## config.mk

```make
export PLATFORM = sky130hd
export DESIGN_NAME = usd_uart
export DESIGN_NICKNAME = d
export VERILOG_FILES = /design/src/core/usd_pkg.sv /design/src/core/usd_uart.sv
export SDC_FILE = /design/constraint.sdc
export NUM_CORES = 1
export LEC_CHECK = 0
export ABC_AREA = 1
export BUFFER_PORTS_ARGS = -buffer_cell sky130_fd_sc_hd__buf_2
export CORE_MARGIN = 8
export CORE_UTILIZATION = 30
export DETAILED_ROUTE_END_ITERATION = 10
export GPL_TIMING_DRIVEN = 0
export PLACE_DENSITY_LB_ADDON = 0.08
export SLEW_MARGIN = 15
export SYNTH_ARGS = -nofsm -noshare
export SYNTH_HDL_FRONTEND = slang
export SYNTH_SLANG_ARGS = --single-unit
```

## constraint.sdc

```tcl
create_clock -name clock -period 4.4 [get_ports clock]
set_input_delay 0.66 -clock clock [delete_from_list [all_inputs] [get_ports clock]]
set_output_delay 0.66 -clock clock [all_outputs]
set_load 0.02 [all_outputs]
```

## src/core/usd_pkg.sv

```systemverilog
// Purpose: constants and types for the serial port status and driver-enable block
// Assumes: single 200 MHz clock, synchronous active-high reset
// Notes: register offsets are local choices; data sits in the low 8 bits
//
// Overview of operation
// - drive enable asserts one to two bit periods before the start bit
// - drive enable releases one clock after the last stop bit
// - back-to-back characters keep drive enable asserted between them
// - polarity bit: 0 drive enable active high, 1 active low
// - separate tx and rx interrupts; baud timer interrupts when receiver disabled
// - holding-empty sets and interrupts after the first bit shifts out
// - writing transmit data clears holding-empty
// - parity error flag set on bad parity, cleared by data read
// - overrun set on unread data; read clears only when no byte waiting
// - framing error set on missing stop bit, cleared by data read
// - break flag set on all-zero frame, cleared by data read
// - all-done bit is 1 only when shifter empty and character finished
// - clear-to-send status bit reads the live input level
// - filter 01 address only, 10 match plus data, 11 matched data only
// - control bit enables the nine-bit frame format
// - in nine-bit mode the ninth bit carries the programmed value
`default_nettype none

package usd_pkg;
    localparam int unsigned CLK_HZ = 200_000_000;
    localparam logic [3:0] ADDR_DATA = 4'h0;
    localparam logic [3:0] ADDR_STAT0 = 4'h1;
    localparam logic [3:0] ADDR_CTL0 = 4'h2;
    localparam logic [3:0] ADDR_CTL1 = 4'h3;
    localparam logic [3:0] ADDR_BRGH = 4'h4;
    localparam logic [3:0] ADDR_BRGL = 4'h5;
    localparam logic [3:0] ADDR_ADRCMP = 4'h6;
    localparam logic [3:0] ADDR_IRQST = 4'h7;
    localparam logic [3:0] ADDR_IRQMSK = 4'h8;
    localparam logic [15:0] BRG_RST = 16'h006c;
    localparam logic [7:0] CTL0_RST = 8'h00;
    localparam logic [7:0] CTL1_RST = 8'h00;
    localparam int unsigned IRQ_TX = 0;
    localparam int unsigned IRQ_RX = 1;
    localparam int unsigned IRQ_BRG = 2;
    localparam int unsigned IRQ_W = 3;
    localparam logic [1:0] FLT_ALL = 2'h0;
    localparam logic [1:0] FLT_ADDR = 2'h1;
    localparam logic [1:0] FLT_MATCH = 2'h2;
    localparam logic [1:0] FLT_DATA = 2'h3;
    localparam logic [3:0] OVS = 4'hf;
    localparam logic [3:0] OVS_MID = 4'h7;

    // ctl0: [7] tx_en [6] rx_en [5] parity_en [4] parity_odd [3] two_stop [2] brg_timer
    typedef struct packed {
        logic tx_en;
        logic rx_en;
        logic parity_en;
        logic parity_odd;
        logic two_stop;
        logic brg_timer;
        logic [1:0] spare;
    } usd_ctl0_s;

    // ctl1: [7:6] filter [5] nine_bit_mode_on [4] ninth_bit_value [3] drive_active_level
    typedef struct packed {
        logic [1:0] filter;
        logic nine_bit_mode_on;
        logic ninth_bit_value;
        logic drive_active_level;
        logic [2:0] spare;
    } usd_ctl1_s;

    typedef struct packed {
        logic rx_byte_waiting;
        logic parity_error_flag;
        logic overrun_flag;
        logic framing_error_flag;
        logic break_seen_flag;
        logic tx_holding_empty;
        logic tx_all_done;
        logic cts_level;
    } usd_stat_s;

    typedef enum logic [2:0] {TX_IDLE, TX_LEAD, TX_START, TX_DATA, TX_NINTH, TX_STOP, TX_HOLD}
        usd_tx_e;
    typedef enum logic [2:0] {RX_IDLE, RX_START, RX_DATA, RX_NINTH, RX_STOP} usd_rx_e;
endpackage

`default_nettype wire

```

## src/core/usd_uart.sv

```systemverilog
// Purpose: serial transmitter/receiver with driver enable, status flags and interrupts
// Assumes: rx and cts are synchronous to clock; one bit period = 16 ticks of baud divider
// Notes: read data appear the cycle after the read strobe

`default_nettype none

module usd_uart (
    // clock and reset
    input wire logic clock,
    input wire logic reset,
    // register port
    input wire logic [3:0] addr,
    input wire logic [7:0] wdata,
    input wire logic wr_stb,
    input wire logic rd_stb,
    output logic [7:0] rdata,
    // serial line
    input wire logic rx,
    input wire logic cts_n,
    output logic tx,
    output logic transceiver_drive_enable,
    // interrupt
    output logic irq
);
    // ==========================================================
    // registers
    usd_pkg::usd_ctl0_s ctl0_r;
    usd_pkg::usd_ctl1_s ctl1_r;
    logic [15:0] brg_r;
    logic [7:0] adrcmp_r;
    logic [usd_pkg::IRQ_W-1:0] irq_st_r, irq_msk_r;
    logic [7:0] rdata_r;
    logic [7:0] thr_r;
    logic hold_empty_r;
    logic [7:0] rbr_r;
    logic rdw_r, pe_r, oe_r, fe_r, brk_r;

    function automatic logic hit(input logic [3:0] a, input logic [3:0] ref_a, input logic s);
        hit = s && (a == ref_a);
    endfunction

    wire logic data_wr = hit(addr, usd_pkg::ADDR_DATA, wr_stb);
    wire logic data_rd = hit(addr, usd_pkg::ADDR_DATA, rd_stb);

    // ==========================================================
    // baud tick: one tick per 1/16 bit
    logic [15:0] brg_cnt_r;
    wire logic tick = (brg_cnt_r == 16'h0000);
    always_ff @(posedge clock) begin
        if (reset) begin
            brg_cnt_r <= usd_pkg::BRG_RST;
        end else if (tick) begin
            brg_cnt_r <= brg_r;
        end else begin
            brg_cnt_r <= brg_cnt_r - 16'h0001;
        end
    end

    // ==========================================================
    // transmitter
    usd_pkg::usd_tx_e tx_st_r;
    logic [3:0] tx_sub_r;
    logic [3:0] tx_bit_r;
    logic [7:0] tsr_r;
    logic tx_par_r;
    logic tx_ninth_r;
    logic tx_r;
    logic tx_first_r;
    wire logic bit_end = tick && (tx_sub_r == usd_pkg::OVS);
    wire logic tx_pend = !hold_empty_r;

    always_ff @(posedge clock) begin
        if (reset) begin
            tx_st_r <= usd_pkg::TX_IDLE;
            tx_sub_r <= 4'h0;
            tx_bit_r <= 4'h0;
            tsr_r <= 8'h00;
            tx_par_r <= 1'b0;
            tx_ninth_r <= 1'b0;
            tx_r <= 1'b1;
            tx_first_r <= 1'b0;
        end else begin
            tx_first_r <= 1'b0;
            if (tick) begin
                tx_sub_r <= tx_sub_r + 4'h1;
            end
            unique case (tx_st_r)
                usd_pkg::TX_IDLE: begin
                    tx_r <= 1'b1;
                    // leave only on a tick, so the lead is a whole bit however slow the divider
                    if (tx_pend && ctl0_r.tx_en && tick) begin
                        tx_st_r <= usd_pkg::TX_LEAD;
                        tx_sub_r <= 4'h0;
                    end
                end
                usd_pkg::TX_LEAD: begin
                    // sixteen ticks from a tick-aligned entry: exactly one bit of lead
                    if (bit_end) begin
                        tx_st_r <= usd_pkg::TX_START;
                        tsr_r <= thr_r;
                        tx_par_r <= ctl0_r.parity_odd;
                        tx_ninth_r <= ctl1_r.ninth_bit_value;
                        tx_r <= 1'b0;
                    end
                end
                usd_pkg::TX_START: begin
                    if (bit_end) begin
                        tx_st_r <= usd_pkg::TX_DATA;
                        tx_bit_r <= 4'h0;
                        tx_r <= tsr_r[0];
                        tx_par_r <= tx_par_r ^ tsr_r[0];
                    end
                end
                usd_pkg::TX_DATA: begin
                    if (bit_end) begin
                        if (tx_bit_r == 4'h0) begin
                            tx_first_r <= 1'b1;
                        end
                        if (tx_bit_r == 4'h7) begin
                            if (ctl1_r.nine_bit_mode_on) begin
                                tx_st_r <= usd_pkg::TX_NINTH;
                                tx_r <= tx_ninth_r;
                            end else if (ctl0_r.parity_en) begin
                                tx_st_r <= usd_pkg::TX_NINTH;
                                tx_r <= tx_par_r;
                            end else begin
                                tx_st_r <= usd_pkg::TX_STOP;
                                tx_r <= 1'b1;
                            end
                            tx_bit_r <= 4'h0;
                        end else begin
                            tsr_r <= {1'b0, tsr_r[7:1]};
                            tx_r <= tsr_r[1];
                            tx_par_r <= tx_par_r ^ tsr_r[1];
                            tx_bit_r <= tx_bit_r + 4'h1;
                        end
                    end
                end
                usd_pkg::TX_NINTH: begin
                    if (bit_end) begin
                        tx_st_r <= usd_pkg::TX_STOP;
                        tx_r <= 1'b1;
                        tx_bit_r <= 4'h0;
                    end
                end
                usd_pkg::TX_STOP: begin
                    if (bit_end) begin
                        if (ctl0_r.two_stop && tx_bit_r == 4'h0) begin
                            tx_bit_r <= 4'h1;
                        end else begin
                            tx_st_r <= usd_pkg::TX_HOLD;
                        end
                    end
                end
                usd_pkg::TX_HOLD: begin
                    // one clock after the last stop bit; a pending byte skips the release
                    if (tx_pend && ctl0_r.tx_en) begin
                        tx_st_r <= usd_pkg::TX_START;
                        tsr_r <= thr_r;
                        tx_par_r <= ctl0_r.parity_odd;
                        tx_ninth_r <= ctl1_r.ninth_bit_value;
                        tx_r <= 1'b0;
                        tx_sub_r <= tick ? 4'h1 : 4'h0;
                    end else begin
                        tx_st_r <= usd_pkg::TX_IDLE;
                    end
                end
                default: tx_st_r <= usd_pkg::TX_IDLE;
            endcase
        end
    end

    wire logic de_act = (tx_st_r != usd_pkg::TX_IDLE);
    assign tx = tx_r;
    assign transceiver_drive_enable = de_act ^ ctl1_r.drive_active_level;
    wire logic tx_all_done = (tx_st_r == usd_pkg::TX_IDLE) && hold_empty_r;

    // holding register: loaded by write, freed after first data bit leaves
    always_ff @(posedge clock) begin
        if (reset) begin
            thr_r <= 8'h00;
            hold_empty_r <= 1'b1;
        end else if (data_wr) begin
            thr_r <= wdata;
            hold_empty_r <= 1'b0;
        end else if (tx_first_r) begin
            hold_empty_r <= 1'b1;
        end
    end

    // ==========================================================
    // receiver
    usd_pkg::usd_rx_e rx_st_r;
    logic [3:0] rx_sub_r;
    logic [3:0] rx_bit_r;
    logic [7:0] rsr_r;
    logic rx_par_r;
    logic rx_ninth_r;
    logic rx_any_one_r;
    logic rx_done_r;
    logic rx_pe_ev_r, rx_fe_ev_r, rx_brk_ev_r;
    logic addr_match_r;
    logic rx_prev_r;
    wire logic rx_mid = tick && (rx_sub_r == usd_pkg::OVS_MID);

    always_ff @(posedge clock) begin
        if (reset) begin
            rx_st_r <= usd_pkg::RX_IDLE;
            rx_sub_r <= 4'h0;
            rx_bit_r <= 4'h0;
            rsr_r <= 8'h00;
            rx_par_r <= 1'b0;
            rx_ninth_r <= 1'b0;
            rx_any_one_r <= 1'b0;
            rx_done_r <= 1'b0;
            rx_pe_ev_r <= 1'b0;
            rx_fe_ev_r <= 1'b0;
            rx_brk_ev_r <= 1'b0;
            rx_prev_r <= 1'b1;
        end else begin
            rx_done_r <= 1'b0;
            rx_prev_r <= rx;
            if (tick) begin
                rx_sub_r <= rx_sub_r + 4'h1;
            end
            unique case (rx_st_r)
                usd_pkg::RX_IDLE: begin
                    // a falling edge starts a frame; a line left low after a break does not
                    if (rx_prev_r && !rx && ctl0_r.rx_en) begin
                        rx_st_r <= usd_pkg::RX_START;
                        rx_sub_r <= 4'h0;
                    end
                end
                usd_pkg::RX_START: begin
                    if (rx_mid) begin
                        rx_st_r <= rx ? usd_pkg::RX_IDLE : usd_pkg::RX_DATA;
                        rx_bit_r <= 4'h0;
                        rx_par_r <= ctl0_r.parity_odd;
                        rx_any_one_r <= 1'b0;
                    end
                end
                usd_pkg::RX_DATA: begin
                    if (rx_mid) begin
                        rsr_r <= {rx, rsr_r[7:1]};
                        rx_par_r <= rx_par_r ^ rx;
                        rx_any_one_r <= rx_any_one_r | rx;
                        if (rx_bit_r == 4'h7) begin
                            rx_st_r <= (ctl1_r.nine_bit_mode_on || ctl0_r.parity_en) ?
                                usd_pkg::RX_NINTH : usd_pkg::RX_STOP;
                        end
                        rx_bit_r <= rx_bit_r + 4'h1;
                    end
                end
                usd_pkg::RX_NINTH: begin
                    if (rx_mid) begin
                        rx_ninth_r <= rx;
                        rx_any_one_r <= rx_any_one_r | rx;
                        rx_st_r <= usd_pkg::RX_STOP;
                    end
                end
                usd_pkg::RX_STOP: begin
                    if (rx_mid) begin
                        rx_st_r <= usd_pkg::RX_IDLE;
                        rx_done_r <= 1'b1;
                        rx_pe_ev_r <= ctl0_r.parity_en && !ctl1_r.nine_bit_mode_on &&
                            (rx_par_r != rx_ninth_r);
                        rx_fe_ev_r <= !rx;
                        rx_brk_ev_r <= !rx && !rx_any_one_r;
                        if (!ctl1_r.nine_bit_mode_on) begin
                            rx_ninth_r <= 1'b0;
                        end
                    end
                end
                default: rx_st_r <= usd_pkg::RX_IDLE;
            endcase
        end
    end

    // multiprocessor filter: ninth bit high marks an address byte
    wire logic is_addr = ctl1_r.nine_bit_mode_on && rx_ninth_r;
    wire logic match = (rsr_r == adrcmp_r);
    logic rx_accept;
    always_comb begin
        unique case (ctl1_r.filter)
            usd_pkg::FLT_ALL: rx_accept = 1'b1;
            usd_pkg::FLT_ADDR: rx_accept = is_addr;
            usd_pkg::FLT_MATCH: rx_accept = is_addr ? match : addr_match_r;
            usd_pkg::FLT_DATA: rx_accept = !is_addr && addr_match_r;
        endcase
        if (!ctl1_r.nine_bit_mode_on) begin
            rx_accept = 1'b1;
        end
    end

    always_ff @(posedge clock) begin
        if (reset) begin
            addr_match_r <= 1'b0;
        end else if (rx_done_r && is_addr) begin
            addr_match_r <= match;
        end
    end

    wire logic rx_load = rx_done_r && rx_accept;
    // flags: a new event wins over the clearing read
    always_ff @(posedge clock) begin
        if (reset) begin
            rbr_r <= 8'h00;
            rdw_r <= 1'b0;
            pe_r <= 1'b0;
            oe_r <= 1'b0;
            fe_r <= 1'b0;
            brk_r <= 1'b0;
        end else begin
            if (rx_load) begin
                rbr_r <= rsr_r;
            end
            rdw_r <= rx_load | (rdw_r & !data_rd);
            pe_r <= (rx_load & rx_pe_ev_r) | (pe_r & !data_rd);
            fe_r <= (rx_load & rx_fe_ev_r) | (fe_r & !data_rd);
            brk_r <= (rx_load & rx_brk_ev_r) | (brk_r & !data_rd);
            oe_r <= (rx_load & rdw_r & !data_rd) | (oe_r & !(data_rd & !rdw_r));
        end
    end

    // ==========================================================
    // interrupts: sticky, write-one-to-clear, masked onto irq
    logic [usd_pkg::IRQ_W-1:0] ev;
    always_comb begin
        ev = '0;
        ev[usd_pkg::IRQ_TX] = tx_first_r;
        ev[usd_pkg::IRQ_RX] = rx_load;
        ev[usd_pkg::IRQ_BRG] = tick && ctl0_r.brg_timer && !ctl0_r.rx_en;
    end

    always_ff @(posedge clock) begin
        if (reset) begin
            irq_st_r <= '0;
        end else begin
            irq_st_r <= ev | (irq_st_r &
                ~(hit(addr, usd_pkg::ADDR_IRQST, wr_stb) ? wdata[usd_pkg::IRQ_W-1:0] : '0));
        end
    end
    assign irq = |(irq_st_r & irq_msk_r);

    // ==========================================================
    // register writes
    always_ff @(posedge clock) begin
        if (reset) begin
            ctl0_r <= usd_pkg::CTL0_RST;
            ctl1_r <= usd_pkg::CTL1_RST;
            brg_r <= usd_pkg::BRG_RST;
            adrcmp_r <= 8'h00;
            irq_msk_r <= '0;
        end else if (wr_stb) begin
            unique case (addr)
                usd_pkg::ADDR_CTL0: ctl0_r <= wdata;
                usd_pkg::ADDR_CTL1: ctl1_r <= wdata;
                usd_pkg::ADDR_BRGH: brg_r[15:8] <= wdata;
                usd_pkg::ADDR_BRGL: brg_r[7:0] <= wdata;
                usd_pkg::ADDR_ADRCMP: adrcmp_r <= wdata;
                usd_pkg::ADDR_IRQMSK: irq_msk_r <= wdata[usd_pkg::IRQ_W-1:0];
                default: ;
            endcase
        end
    end

    // register reads, one cycle later; unmapped reads as zero
    usd_pkg::usd_stat_s stat;
    always_comb begin
        stat.rx_byte_waiting = rdw_r;
        stat.parity_error_flag = pe_r;
        stat.overrun_flag = oe_r;
        stat.framing_error_flag = fe_r;
        stat.break_seen_flag = brk_r;
        stat.tx_holding_empty = hold_empty_r;
        stat.tx_all_done = tx_all_done;
        stat.cts_level = cts_n;
    end

    always_ff @(posedge clock) begin
        if (reset) begin
            rdata_r <= 8'h00;
        end else if (rd_stb) begin
            unique case (addr)
                usd_pkg::ADDR_DATA: rdata_r <= rbr_r;
                usd_pkg::ADDR_STAT0: rdata_r <= stat;
                usd_pkg::ADDR_CTL0: rdata_r <= ctl0_r;
                usd_pkg::ADDR_CTL1: rdata_r <= ctl1_r;
                usd_pkg::ADDR_BRGH: rdata_r <= brg_r[15:8];
                usd_pkg::ADDR_BRGL: rdata_r <= brg_r[7:0];
                usd_pkg::ADDR_ADRCMP: rdata_r <= adrcmp_r;
                usd_pkg::ADDR_IRQST: rdata_r <= {5'h00, irq_st_r};
                usd_pkg::ADDR_IRQMSK: rdata_r <= {5'h00, irq_msk_r};
                default: rdata_r <= 8'h00;
            endcase
        end else begin
            rdata_r <= 8'h00;
        end
    end
    assign rdata = rdata_r;

    // ==========================================================
    // checks
    a_de_release: assert property (@(posedge clock) disable iff (reset)
        (tx_st_r == usd_pkg::TX_STOP) ##1 (tx_st_r == usd_pkg::TX_HOLD) && hold_empty_r
        |=> !de_act) else $error("drive enable not released after stop");
    a_de_polarity: assert property (@(posedge clock) disable iff (reset)
        transceiver_drive_enable == (de_act ^ ctl1_r.drive_active_level))
        else $error("drive enable polarity wrong");
    a_de_before_start: assert property (@(posedge clock) disable iff (reset)
        $fell(tx_r) && $past(tx_st_r) == usd_pkg::TX_LEAD |-> $past(de_act, 16))
        else $error("drive enable lead too short");
    a_de_back_to_back: assert property (@(posedge clock) disable iff (reset)
        (tx_st_r == usd_pkg::TX_HOLD) && !hold_empty_r && ctl0_r.tx_en |=> de_act)
        else $error("drive enable dropped between characters");
    a_hold_clear_wr: assert property (@(posedge clock) disable iff (reset)
        data_wr |=> !hold_empty_r) else $error("holding flag not cleared by write");
    a_tx_irq_first: assert property (@(posedge clock) disable iff (reset)
        tx_first_r |=> hold_empty_r && irq_st_r[usd_pkg::IRQ_TX])
        else $error("tx interrupt missing after first bit");
    a_pe_clear: assert property (@(posedge clock) disable iff (reset)
        data_rd && !rx_load |=> !pe_r && !fe_r && !brk_r)
        else $error("error flags not cleared by read");
    a_oe_hold: assert property (@(posedge clock) disable iff (reset)
        oe_r && data_rd && rdw_r |=> oe_r) else $error("overrun cleared while byte waiting");
    a_all_done: assert property (@(posedge clock) disable iff (reset)
        !tx_r |-> !tx_all_done) else $error("all-done while sending");
    a_filter_addr: assert property (@(posedge clock) disable iff (reset)
        rx_load && ctl1_r.nine_bit_mode_on && ctl1_r.filter == usd_pkg::FLT_ADDR |-> is_addr)
        else $error("data byte passed address-only filter");
    c_back_to_back: cover property (@(posedge clock) disable iff (reset)
        (tx_st_r == usd_pkg::TX_HOLD) ##1 (tx_st_r == usd_pkg::TX_START));
    c_rx_overrun: cover property (@(posedge clock) disable iff (reset) $rose(oe_r));
    c_rx_break: cover property (@(posedge clock) disable iff (reset) $rose(brk_r));
    c_nine_bit: cover property (@(posedge clock) disable iff (reset)
        rx_load && is_addr && match);
endmodule

`default_nettype wire

```

Yosys cells after proc, flatten, opt, wreduce, memory -nomap -nowiden
Index checks and enable logic that the tools add are counted.
{"block": "totals", "reg_bits": 143, "word_cells": 280}
{"block": "op_classes", "addsub": 5, "n_eq_ne": 47, "n_mux": 81, "bitwise": 29, "reduce_logical": 70}
{"operator": "$pmux 8 s9", "count": 1}
{"operator": "$mux 4", "count": 13}
{"operator": "$mux 3", "count": 16}
{"operator": "$ne 2x2->1 const B", "count": 18}
{"operator": "$mux 8", "count": 4}
{"operator": "$mux 1", "count": 31}
{"operator": "$eq 4x3->1 const B", "count": 7}
{"operator": "$pmux 8 s3", "count": 1}
{"operator": "$pmux 3 s7", "count": 1}
{"operator": "$logic_and 1x1->1", "count": 20}
{"operator": "$reduce_and 6->1", "count": 3}
{"operator": "$add 4x1->4 const B", "count": 4}
{"operator": "$logic_not 16->1", "count": 1}
{"operator": "$mux 16", "count": 1}
{"operator": "$pmux 4 s2", "count": 2}
{"operator": "$reduce_and 2->1", "count": 8}
{"operator": "$sub 16x1->16 const B", "count": 1}
{"operator": "$pmux 3 s5", "count": 1}
{"operator": "$eq 3x2->1 const B", "count": 4}
{"operator": "$eq 3x3->1 const B", "count": 4}
{"operator": "$pmux 4 s3", "count": 1}
{"operator": "$and 1x1->1", "count": 11}
{"operator": "$reduce_and 5->1", "count": 2}
{"operator": "$reduce_bool 2->1", "count": 5}
{"operator": "other kinds (32)", "count": 72}

Logic depth before layout (Yosys ltp)
Gate-level depths: netlist of run 1.
{"block": "depth", "word_depth": 9, "mapped_depth": 13}

Worst setup path before layout of run 1
No wires, ideal clock.
{"block": "synth_path", "path_kind": "register to output", "start": "reg tx_st_r[2]", "end": "out transceiver_drive_enable", "t_arrival_ns": 1.216, "slack_ns": 2.524, "path_stages_with_launch": 4, "path_cell_list": "dfxtp_1 -> buf_2 -> nor3_1 -> xor2_1"}
{"block": "synth_between", "elab_chain_len": 2}
{"element": "start, declared", "line": "usd_uart.sv:61", "rtl": "usd_pkg::usd_tx_e tx_st_r;"}
{"element": "start signal, assigned", "line": "usd_uart.sv:74", "rtl": "tx_st_r <= usd_pkg::TX_IDLE;"}
{"element": "start signal, assigned", "line": "usd_uart.sv:92", "rtl": "tx_st_r <= usd_pkg::TX_LEAD;"}
{"element": "start signal, assigned", "line": "usd_uart.sv:99", "rtl": "tx_st_r <= usd_pkg::TX_START;"}
{"element": "$reduce_bool 3->1", "line": "usd_uart.sv:173", "rtl": "wire logic de_act = (tx_st_r != usd_pkg::TX_IDLE);"}
{"element": "$xor 1x1->1", "line": "usd_uart.sv:175", "rtl": "assign transceiver_drive_enable = de_act ^ ctl1_r.drive_active_level;"}
{"element": "end, declared", "line": "usd_uart.sv:21", "rtl": "output logic transceiver_drive_enable,"}
No other way between the ends.

Final worst setup path of run 1
Same ends and word-level chain as after synthesis.

==> results of run 1 <==
[routing by layer]
metal / GRT usage, % / vias to the layer above / share of wire (%)
met4: 3.533 / 0 / 1.1
met5: 0 / - / 0
met1: 22.03 / 2941 / 50
li1: - / 3289 / -
met2: 25.76 / 78 / 46
met3: 3.386 / 18 / 3.2
[flip-flops by register name, summed over array words and instances, names as in the netlist, 8 cells and up]
signal,cells
adrcmp_r,8
brg_cnt_r,16
brg_r,16
ctl0_r,8
ctl1_r,8
rbr_r,8
rdata,8
rsr_r,8
thr_r,8
tsr_r,8
[power by group through the flow]
stage	combinational, W	clock, W	sequential [W]
floorplan	0.000411	0	0.00144
global placement	0.000567	0	0.00145
detailed placement	0.000565	0	0.00145
CTS	0.000567	0.00158	0.00142
global route	0.000643	0.00164	0.00143
finish	0.000560	0.00155	0.00142
[worst max-delay path, cell delays in order, from the launching register on]
cell and delay, ns:
sky130_fd_sc_hd__dfxtp_1 0.30, sky130_fd_sc_hd__buf_2 0.15, sky130_fd_sc_hd__nor3_1 0.85, sky130_fd_sc_hd__xor2_1 0.24, sky130_fd_sc_hd__buf_2 0.20
[layout by cell type, fill, tap and decap left out, drive strengths merged]
master | Yosys | final
clkbuf | 23 | 40
a221oi | 6 | 6
nor3b | 1 | 1
clkinvlp | 0 | 2
nand2 | 197 | 197
a21boi | 1 | 1
buf | 10 | 37
and2 | 1 | 1
nor4 | 1 | 1
bufinv | 0 | 2
dfxtp | 143 | 143
o21ai | 92 | 92
o22ai | 10 | 10
xnor2 | 11 | 11
and3 | 1 | 1
o32ai | 1 | 1
nor2 | 101 | 101
nand4 | 5 | 5
a21oi | 114 | 114
o31ai | 1 | 1
nor3 | 23 | 23
a211oi | 4 | 4
or2 | 1 | 1
a31oi | 2 | 2
o21a | 1 | 1
nand3 | 64 | 64
clkinv | 2 | 2
o21bai | 2 | 2
ha | 7 | 7
inv | 125 | 136
o2111ai | 1 | 1
a32oi | 1 | 1
o211ai | 9 | 9
xor2 | 11 | 11
[cells in the mapped netlist (7+ instances only)]
master | number | area share (%)
sky130_fd_sc_hd__o22ai_1 | 10 | 0.91
sky130_fd_sc_hd__o21ai_0 | 75 | 5.5
sky130_fd_sc_hd__nand2_1 | 188 | 10
sky130_fd_sc_hd__ha_1 | 7 | 1.3
sky130_fd_sc_hd__nand3_1 | 62 | 4.5
sky130_fd_sc_hd__dfxtp_1 | 143 | 42
sky130_fd_sc_hd__o21ai_1 | 14 | 1.0
sky130_fd_sc_hd__clkbuf_1 | 22 | 1.2
sky130_fd_sc_hd__nor3_1 | 19 | 1.4
sky130_fd_sc_hd__nor2_1 | 91 | 5.0
sky130_fd_sc_hd__inv_2 | 10 | 0.55
sky130_fd_sc_hd__xnor2_1 | 11 | 1.4
sky130_fd_sc_hd__xor2_1 | 11 | 1.4
sky130_fd_sc_hd__o211ai_1 | 9 | 0.98
sky130_fd_sc_hd__a21oi_1 | 113 | 8.2
sky130_fd_sc_hd__inv_1 | 114 | 6.2
[final cells by class]
cell class,instances,area (um^2),area share (%)
timing repair buffer,27,135.1,1.692
tap,285,356.6,4.465
multi-input combinational,669,3398,42.55
sequential,143,2863,35.85
clock buffer,17,425.4,5.327
clock inverter,15,188.9,2.366
inverter,127,483.0,6.047
buffer,33,136.4,1.708
[final timing paths]
check               startpoint                        to  slack (ns)  cells past startpoint
setup / recovery    tx_st_r[2]  transceiver_drive_enable        1.59                      4
hold / removal    brg_cnt_r[0]              brg_cnt_r[0]        0.44                      1
setup reg to reg  brg_cnt_r[0]                  rsr_r[7]        2.33                     11
hold reg to reg   brg_cnt_r[0]              brg_cnt_r[0]        0.44                      1
[cell families (layout without fill, tap and decap cells)]
| group | count (synthesis) | count (layout) | synth area share (%) |
|---|---|---|---|
| and+or+nand+nor | 395 | 395 | 25.81 |
| AOI/OAI and AO/OA | 245 | 245 | 19.51 |
| buffers and inverters | 160 | 219 | 9.002 |
| DFF | 143 | 143 | 41.61 |
| xor gates and xnor gates | 22 | 22 | 2.800 |
| adders and majority gates | 7 | 7 | 1.273 |
[stage by stage]
step | hold WS (ns) | setup WS (ns) | power, W | area (um^2)
2_1_floorplan | 0.4057 | 2.524 | 0.001855 | 6880
3_5_place_dp | 0.4271 | 1.797 | 0.002015 | 7372
6_report | 0.4355 | 1.587 | 0.003528 | 7986
3_3_place_gp | 0.4244 | 1.805 | 0.002019 | 7372
5_1_grt | 0.4499 | 1.388 | 0.003718 | 7986
4_1_cts | 0.4378 | 1.513 | 0.003568 | 7986
==> impl_metrics.yaml, run 1 <==
status:
  status: "complete, no violations"
power:
  combPwrFrac_pct: 15.9
  pwr-share-clk_pct: 43.8
  ir_worst_vdd_mv: 0.2026
  total_leakage_power_nw: 3.201
  netSwitchingFraction_pct: 31.33
  net-switching-power_w: 0.001105
  p_int_w: 0.002422
  powerDensity_nw_per_um2: 441.7
  power_frac_seq_pct: 40.3
clock_network:
  insertion_delay_ns: 0.43
  maximum_count_of_clock_buffers_along_a_single_path: 2
  clk_pin_slew_ns: 0.07
  clock-root-buffer: "sky130_fd_sc_hd__clkbuf_16"
  cts-htree-levels: 4
  postCtsSetupBuffers: 0
  tritoncts_num_sinks: 143
  cts.repair.resized: 0
  cts_tree: "done"
  cts.hold.buffers_added: 0
  cts_made_buffers: 17
hold_path:
  type_of_the_tightest_min_delay_check: "register to register"
final_layout:
  final_layout_size_suffix_gt1_share_pct: 10.57
  fin_util_pct: 35.38
  area_growth_pct: 16.08
  insertedDiodeCount: 0
  layout.nets: 1043
  layoutNonFillerInstCount: 1316
  fillcell_total: 2497
die:
  start_util_pct: 30.48
  die-area_um2: 28040
  number_of_standard_cell_rows_in_the_floorplan: 55
  ios: 29
  core_um2: 22570
  chipWidth_um: 167.4
  dieHeight_um: 167.4
synthesis:
  synth_ff_type: "sky130_fd_sc_hd__dfxtp_1"
  async_set_or_reset_register_ratio_after_synthesis_pct: 0
  per_instance_average_area_after_synthesis_um2: 7.079
  synthesis.area_um2: 6880
  synth-seq-cells: 143
  synth_cell_type_count: 49
  syn_nets: 997
  edff_count_synth: 0
  yosys_warnings: 0
  ys_seq_area_share_pct: 41.61
  synthCells: 972
global_routing:
  maximum_number_of_pins_on_one_net_before_global_route_repair: 17
  grt_pass1_wl_um: 35200
  overflow: 0
  grt.total_usage_pct: 16.15
  grt_pass1_vias: 6087
  antenna_found_initial: 1
placed_design:
  gpl.final_weighted_congestion: 0.8360
  place.detailed.hpwl_um: 16970
  portBuffers: 27
  dp.cells: 1284
sta:
  final_max_slew_viol_count: 0
  timing.final.crit_period_ns: 2.813
  achievable_frequency_mhz: 355.5
  finalCritPeriodShare_pct: 63.93
  finalSetupViolCount: 0
  max-slew-margin-rel_pct: 30.02
  finalSetupTns_ns: 0
  worst_slew_pin_slew_ns: 1.042
  clock_skew_ns: 0.01586
  hold_viol_final: 0
  rsz0062_at_grt: "no"
setup_path:
  critical_path_required_ns: 3.74
  timing_worst_setup_path_type: "register to output pin"
  cp_max_fo: 8
  worst-endpoint-arrival_ns: 2.15
  timing.critical_path.to_type: "output pin"
  startpoint_type: "register"
route:
  drt_first_pass_iters: 5
  detailed_route_iter0_violations: 364
  avgRoutedWirePerCell_um: 16.88
  antenna_left: 0
  dr_total_vias: 6326
  via_per_inst: 4.807
  drt_wl_total_um: 22210
  drcViolationCount: 0
flow_run:
  timing.max_cap.violations: 0
No activity file was read; power rests on OpenSTA's default activity.
==> inputs of run 2 (changes only) <==
==> constraint.sdc (replaced) <==
create_clock -name clock -period 2.3 [get_ports clock]
set_input_delay 0.345 -clock clock [delete_from_list [all_inputs] [get_ports clock]]
set_output_delay 0.345 -clock clock [all_outputs]
set_load 0.02 [all_outputs]
==> run 2 against run 1 <==
- cell count stayed put
- sequential power is 92% higher
- die area stayed put
- non-clock buffer count stayed put
- critical path depth is 7 higher
- worst setup slack worse by 1.4 ns
- via count hardly changed
- first-iteration DRC count stayed put
- critical path type is now register to register
- clock skew hardly changed
- routed wire length hardly changed
- power is 92% higher
==> impl_metrics.yaml, run 2 (synthesis gave the netlist of run 1 again) <==
status:
  status: "complete, no violations"
final_layout:
  layoutNonFillerInstCount: 1316
  layout.nets: 1043
  top_regs: "brg_cnt_r: 16 flops, brg_r: 16 flops"
  area_growth_pct: 16.24
  final_layout_size_suffix_gt1_share_pct: 10.67
  insertedDiodeCount: 0
  fillcell_total: 2495
  mostFrequentLayoutCell: "sky130_fd_sc_hd__nand2_1"
  fin_util_pct: 35.43
  final_cell_area_um2: 7998
  commonest_cells_after_routing_fill_and_taps_aside: "sky130_fd_sc_hd__nand2_1, sky130_fd_sc_hd__dfxtp_1, sky130_fd_sc_hd__inv_1"
die:
  chipWidth_um: 167.4
  core_um2: 22570
  dieHeight_um: 167.4
  start_util_pct: 30.48
  number_of_standard_cell_rows_in_the_floorplan: 55
  die-area_um2: 28040
  ios: 29
placed_design:
  place.detailed.hpwl_um: 16970
  dp.cells: 1284
  portBuffers: 27
  gpl.final_weighted_congestion: 0.8360
  detailed_place.area_um2: 7372
global_routing:
  grt_pass1_vias: 6087
  antenna_found_initial: 1
  overflow: 0
  grt.total_usage_pct: 16.14
  grt_pass1_wl_um: 35180
  maximum_number_of_pins_on_one_net_before_global_route_repair: 17
sta:
  finalSetupTns_ns: 0
  rsz0062_at_grt: "no"
  finalCritPeriodShare_pct: 89.95
  clock_skew_ns: 0.01569
  max-slew-margin-rel_pct: 37.85
  worst_slew_pin_slew_ns: 0.9224
  final_max_slew_viol_count: 0
  finalSetupViolCount: 0
  hold_viol_final: 0
  fin_hold_ws_ns: 0.2126
  achievable_frequency_mhz: 483.4
  timing.final.crit_period_ns: 2.069
setup_path:
  worst-endpoint-arrival_ns: 2.34
  timing.critical_path.to_type: "register"
  timing_worst_setup_path_type: "register to register"
  critical_path_required_ns: 2.57
  startpoint_type: "register"
  cp_max_fo: 9
clock_network:
  maximum_count_of_clock_buffers_along_a_single_path: 2
  cts_tree: "done"
  cts.hold.buffers_added: 0
  insertion_delay_ns: 0.43
  clk_pin_slew_ns: 0.07
  tritoncts_num_sinks: 143
  clock-root-buffer: "sky130_fd_sc_hd__clkbuf_16"
  cts_made_buffers: 17
  cts-htree-levels: 4
route:
  dr_total_vias: 6331
  via_per_inst: 4.811
  drt_first_pass_iters: 5
  detailed_route_iter0_violations: 364
  drcViolationCount: 0
  drt_wl_total_um: 22220
  antenna_left: 0
  avgRoutedWirePerCell_um: 16.89
hold_path:
  type_of_the_tightest_min_delay_check: "primary input to register"
power:
  ir_worst_vdd_mv: 0.3877
  total_leakage_power_nw: 3.206
  powerDensity_nw_per_um2: 845.5
flow_run:
  timing.max_cap.violations: 0
## run 2: cell types whose count changed in the layout (fill, tap and decap cells not counted)
cell	previous run	this run
sky130_fd_sc_hd__nor3_1	19	18
sky130_fd_sc_hd__nor3_4	0	1
## run 2: timing repair
action | CTS | global route
setup buffers | 0 | 0
setup endpoints to repair | 1 | 1
gates resized for setup | 1 | 1
## run 2: area by class of cell
class	instances	area (um^2)	share of cell area, %
sequential	143	2863	35.79
inverter	127	483.0	6.039
tap	285	356.6	4.459
buffer	33	136.4	1.705
clock inverter	15	188.9	2.362
timing repair buffer	27	135.1	1.690
multi-input combinational	669	3410	42.63
clock buffer	17	425.4	5.319
## run 2: final timing paths
check / from / end / slack, ns / cells after the start
worst max-delay path: brg_cnt_r[0] / rsr_r[7] / 0.23 / 11
worst min-delay path: rx / rx_fe_ev_r / 0.21 / 2
worst max register to register: brg_cnt_r[0] / rsr_r[7] / 0.23 / 11
worst min register to register: brg_cnt_r[0] / brg_cnt_r[0] / 0.43 / 1
## run 2: critical path, stage by stage (launching register included)
cell and delay, ns:
sky130_fd_sc_hd__dfxtp_1 0.31, sky130_fd_sc_hd__inv_1 0.11, sky130_fd_sc_hd__ha_1 0.16, sky130_fd_sc_hd__inv_1 0.09
sky130_fd_sc_hd__nor3_2 0.28, sky130_fd_sc_hd__nand2_1 0.21, sky130_fd_sc_hd__inv_2 0.12, sky130_fd_sc_hd__nand2_4 0.12
sky130_fd_sc_hd__nor2_4 0.24, sky130_fd_sc_hd__inv_2 0.12, sky130_fd_sc_hd__nand2_1 0.08, sky130_fd_sc_hd__a21oi_1 0.05
## run 2: where the power goes
part           internal [W]  switching (W)
registers           0.00262       0.000105
clock network       0.00167        0.00129
logic              0.000357       0.000723
## run 2: routing by layer
| layer | up-vias | global-route usage, % | routed length (um) |
|---|---|---|---|
| met5 | - | 0 | 0 |
| met4 | 0 | 3.533 | 243 |
| met3 | 18 | 3.386 | 693 |
| met2 | 80 | 25.74 | 10190 |
| met1 | 2947 | 22.01 | 11100 |
| li1 | 3286 | - | - |
## run 2: stage by stage
| step | setup slack, ns | power, W |
|---|---|---|
| 2_1_floorplan | 0.6598 | 0.003548 |
| 3_3_place_gp | 0.01965 | 0.003863 |
| 3_5_place_dp | 0.01184 | 0.003854 |
| 4_1_cts | 0.04690 | 0.006829 |
| 5_1_grt | 0.07375 | 0.007125 |
| 6_report | 0.2312 | 0.006762 |
==> inputs of run 3 (changes only) <==
--- a/config.mk
+++ b/config.mk
@@ -5,7 +5,7 @@
 export SDC_FILE = /design/constraint.sdc
 export NUM_CORES = 1
 export LEC_CHECK = 0
-export ABC_AREA = 1
+export ABC_AREA = 0
 export BUFFER_PORTS_ARGS = -buffer_cell sky130_fd_sc_hd__buf_2
 export CORE_MARGIN = 8
 export CORE_UTILIZATION = 30
==> run 3 against run 2 <==
- global-route usage is 0.32 points higher
- clock skew decreased by 0.0062 ns
- worst hold slack better by 0.092 ns
- register-to-register slack worse by 0.14 ns
- power down 15%
- clock power decreased by 2%
- sequential share of layout area down 0.25 points
- core utilization up 0.47 points
- non-clock buffer count up 21
- first-iteration DRC count is 16% higher
- die area is 0.92% lower
==> impl_metrics.yaml, run 3 <==
clock_network:
  cts_made_buffers: 17
  clock-root-buffer: "sky130_fd_sc_hd__clkbuf_16"
  maximum_count_of_clock_buffers_along_a_single_path: 2
  tritoncts_num_sinks: 143
  cts-htree-levels: 4
  cts_tree: "done"
  clk_pin_slew_ns: 0.06
  insertion_delay_ns: 0.43
  cts.hold.buffers_added: 0
synthesis:
  synthCells: 790
  yosys_warnings: 0
  ys_top_cells_by_count: "sky130_fd_sc_hd__dfxtp_1, sky130_fd_sc_hd__nor2_1, sky130_fd_sc_hd__nand2_1, sky130_fd_sc_hd__mux2i_1, sky130_fd_sc_hd__clkbuf_1"
  synth_cell_type_count: 67
  ys_seq_area_share_pct: 42.04
  syn_nets: 815
  synthTopCellsByArea: "sky130_fd_sc_hd__dfxtp_1, sky130_fd_sc_hd__mux2i_1, sky130_fd_sc_hd__nor2_1, sky130_fd_sc_hd__nand2_1, sky130_fd_sc_hd__a21oi_1"
  synth-seq-cells: 143
  async_set_or_reset_register_ratio_after_synthesis_pct: 0
  yosysTopAreaCellShare_pct: 42.04
  synthesis.area_um2: 6810
  synth_ff_type: "sky130_fd_sc_hd__dfxtp_1"
  per_instance_average_area_after_synthesis_um2: 8.621
  edff_count_synth: 0
  synth.largest_area_cell: "sky130_fd_sc_hd__dfxtp_1"
  most_repeated_cell_in_the_gate_level_netlist_after_synthesis: "sky130_fd_sc_hd__dfxtp_1"
route:
  via_per_inst: 5.305
  drcViolationCount: 0
  drt_wl_total_um: 23030
  avgRoutedWirePerCell_um: 20.24
  dr_total_vias: 6037
  drt_first_pass_iters: 5
  antenna_left: 0
  detailed_route_iter0_violations: 421
final_layout:
  layout.nets: 865
  mostFrequentLayoutCell: "sky130_fd_sc_hd__dfxtp_1"
  insertedDiodeCount: 0
  top_regs: "brg_cnt_r: 16 flops, brg_r: 16 flops"
  commonest_cells_after_routing_fill_and_taps_aside: "sky130_fd_sc_hd__dfxtp_1, sky130_fd_sc_hd__nor2_1, sky130_fd_sc_hd__nand2_1"
  area_growth_pct: 18.26
  fillcell_total: 2322
  final_layout_size_suffix_gt1_share_pct: 11.72
flow_run:
  timing.max_cap.violations: 0
placed_design:
  place.detailed.hpwl_um: 16980
  portBuffers: 21
  place_worst_setup_slack_ns: -0.6259
  gpl.final_weighted_congestion: 0.8698
global_routing:
  overflow: 0
  maximum_number_of_pins_on_one_net_before_global_route_repair: 17
  grt.total_usage_pct: 16.45
  grt_pass1_wl_um: 35220
  antenna_found_initial: 0
  grt_pass1_vias: 5766
die:
  core_um2: 22430
  number_of_standard_cell_rows_in_the_floorplan: 55
  start_util_pct: 30.36
  ios: 29
  die-area_um2: 27780
  chipWidth_um: 166.7
  dieHeight_um: 166.7
setup_path:
  timing.critical_path.to_type: "register"
  worstReg2RegStart: "brg_cnt_r[0]"
  cp_max_fo: 5
  worst_path_max_delay_cell: "sky130_fd_sc_hd__or4_1"
  critical_path.max_stage_delay_ns: 0.63
  worst-endpoint-arrival_ns: 2.53
  r2r_end: "tx_first_r"
  timing_worst_setup_path_type: "register to register"
  critical_path_required_ns: 2.62
  timing.reg2reg.setup_slack_ns: 0.09
  startpoint_type: "register"
  path_cells: "inv_1 -> ha_1 -> nor4b_4 -> buf_4 -> nand4_1 -> or4_1 -> nor4b_2"
  reg2reg_depth: 7
sta:
  final_max_slew_viol_count: 0
  max-slew-margin-rel_pct: 34.39
  worst_slew_pin_slew_ns: 0.9806
  achievable_frequency_mhz: 452.1
  clock_skew_ns: 0.009515
  timing.final.crit_period_ns: 2.212
  finalCritPeriodShare_pct: 96.18
  finalSetupViolCount: 0
  rsz0062_at_grt: "yes"
  hold_viol_final: 0
  finalSetupTns_ns: 0
  post-route-worst-setup-slack_ns: 0.08792
power:
  total_leakage_power_nw: 2.984
  total_power_w: 0.005724
  ir_worst_vdd_mv: 0.3586
  powerDensity_nw_per_um2: 710.7
hold_path:
  type_of_the_tightest_min_delay_check: "primary input to register"
  timing.hold.worst_endpoint: "rdata[1]"
  min_delay_path_depth: 3
  min-delay-start: "rd_stb"
status:
  status: "complete, no violations"
-- run 3: layout make-up --
cell class	count	area [um^2]	share of cell area [%]
Multi-Input combinational cell	577	3737	46.40
Timing Repair Buffer	34	202.7	2.517
Buffer	47	203.9	2.532
Clock buffer	20	456.7	5.670
Clock inverter	12	158.9	1.973
Inverter	20	75.07	0.9321
Tap cell	285	356.6	4.428
Sequential cell	143	2863	35.54
-- run 3: cells by family (layout without fill, tap and decap cells) --
family                     Yosys count  in the layout  share of synthesized area, %
and+or+nand+nor                    304            304                         21.31
muxes                               84             84                         12.97
AOI/OAI and AO/OA                  157            157                         15.29
DFF                                143            143                         42.04
adders and majority gates            7              7                         1.286
xor gates and xnor gates            25             25                         3.215
buffers and inverters               70            133                         3.895
-- run 3: critical path, delay by kind of cell, from the launching register on --
kind	cells	cell delay, ns
buf+inv	2	0.27
simple gates	4	1.32
flops	1	0.34
fa+ha+maj	1	0.17
-- run 3: how the worst max path moves through the flow --
stage / cells past startpoint / slack [ns] / from / end
floorplan: 7 / 0.19 / brg_cnt_r[0] / rx_st_r[0]
global placement: 8 / -0.55 / brg_cnt_r[0] / brg_cnt_r[11]
detailed placement: 8 / -0.63 / brg_cnt_r[0] / rx_bit_r[0]
CTS: 4 / 0.01 / tx_st_r[2] / transceiver_drive_enable
global route: 8 / -0.05 / brg_cnt_r[0] / rx_any_one_r
finish: 7 / 0.09 / brg_cnt_r[0] / tx_first_r
-- run 3: power breakdown --
part / switching [W] / internal (W) / leakage [nW]
combinational: 0.000199 / 0.0000854 / 1.53
sequential: 0.0000299 / 0.00250 / 1.15
clock: 0.00114 / 0.00177 / 0.297
-- run 3: metrics by stage --
stage / hold WS, ns / instances / util, % / instance area [um^2]
final: 0.3042 / 1138 / 35.90 / 8054
after floorplan: 0.4287 / 790 / - / 6810
after global placement: 0.4506 / 1096 / 32.41 / 7272
after global routing: 0.3206 / 1138 / 35.90 / 8054
after detailed placement: 0.4549 / 1096 / 32.41 / 7272
after CTS: 0.2951 / 1133 / 35.62 / 7990
-- run 3: what timing repair did --
item / CTS / global route
resized for setup: 13 / 16
pin swaps: 6 / 3
setup buffers: 7 / 6
endpoints found under the setup margin: 58 / 28
-- run 3: metal layers --
| layer | vias to the layer above | GRT usage, % | part of all wire, % |
|---|---|---|---|
| li1 | 2927 | - | - |
| met1 | 2950 | 21.71 | 47 |
| met2 | 139 | 27.26 | 48 |
| met3 | 21 | 2.979 | 3.7 |
| met4 | 0 | 4.191 | 1.2 |
| met5 | - | 0 | 0 |
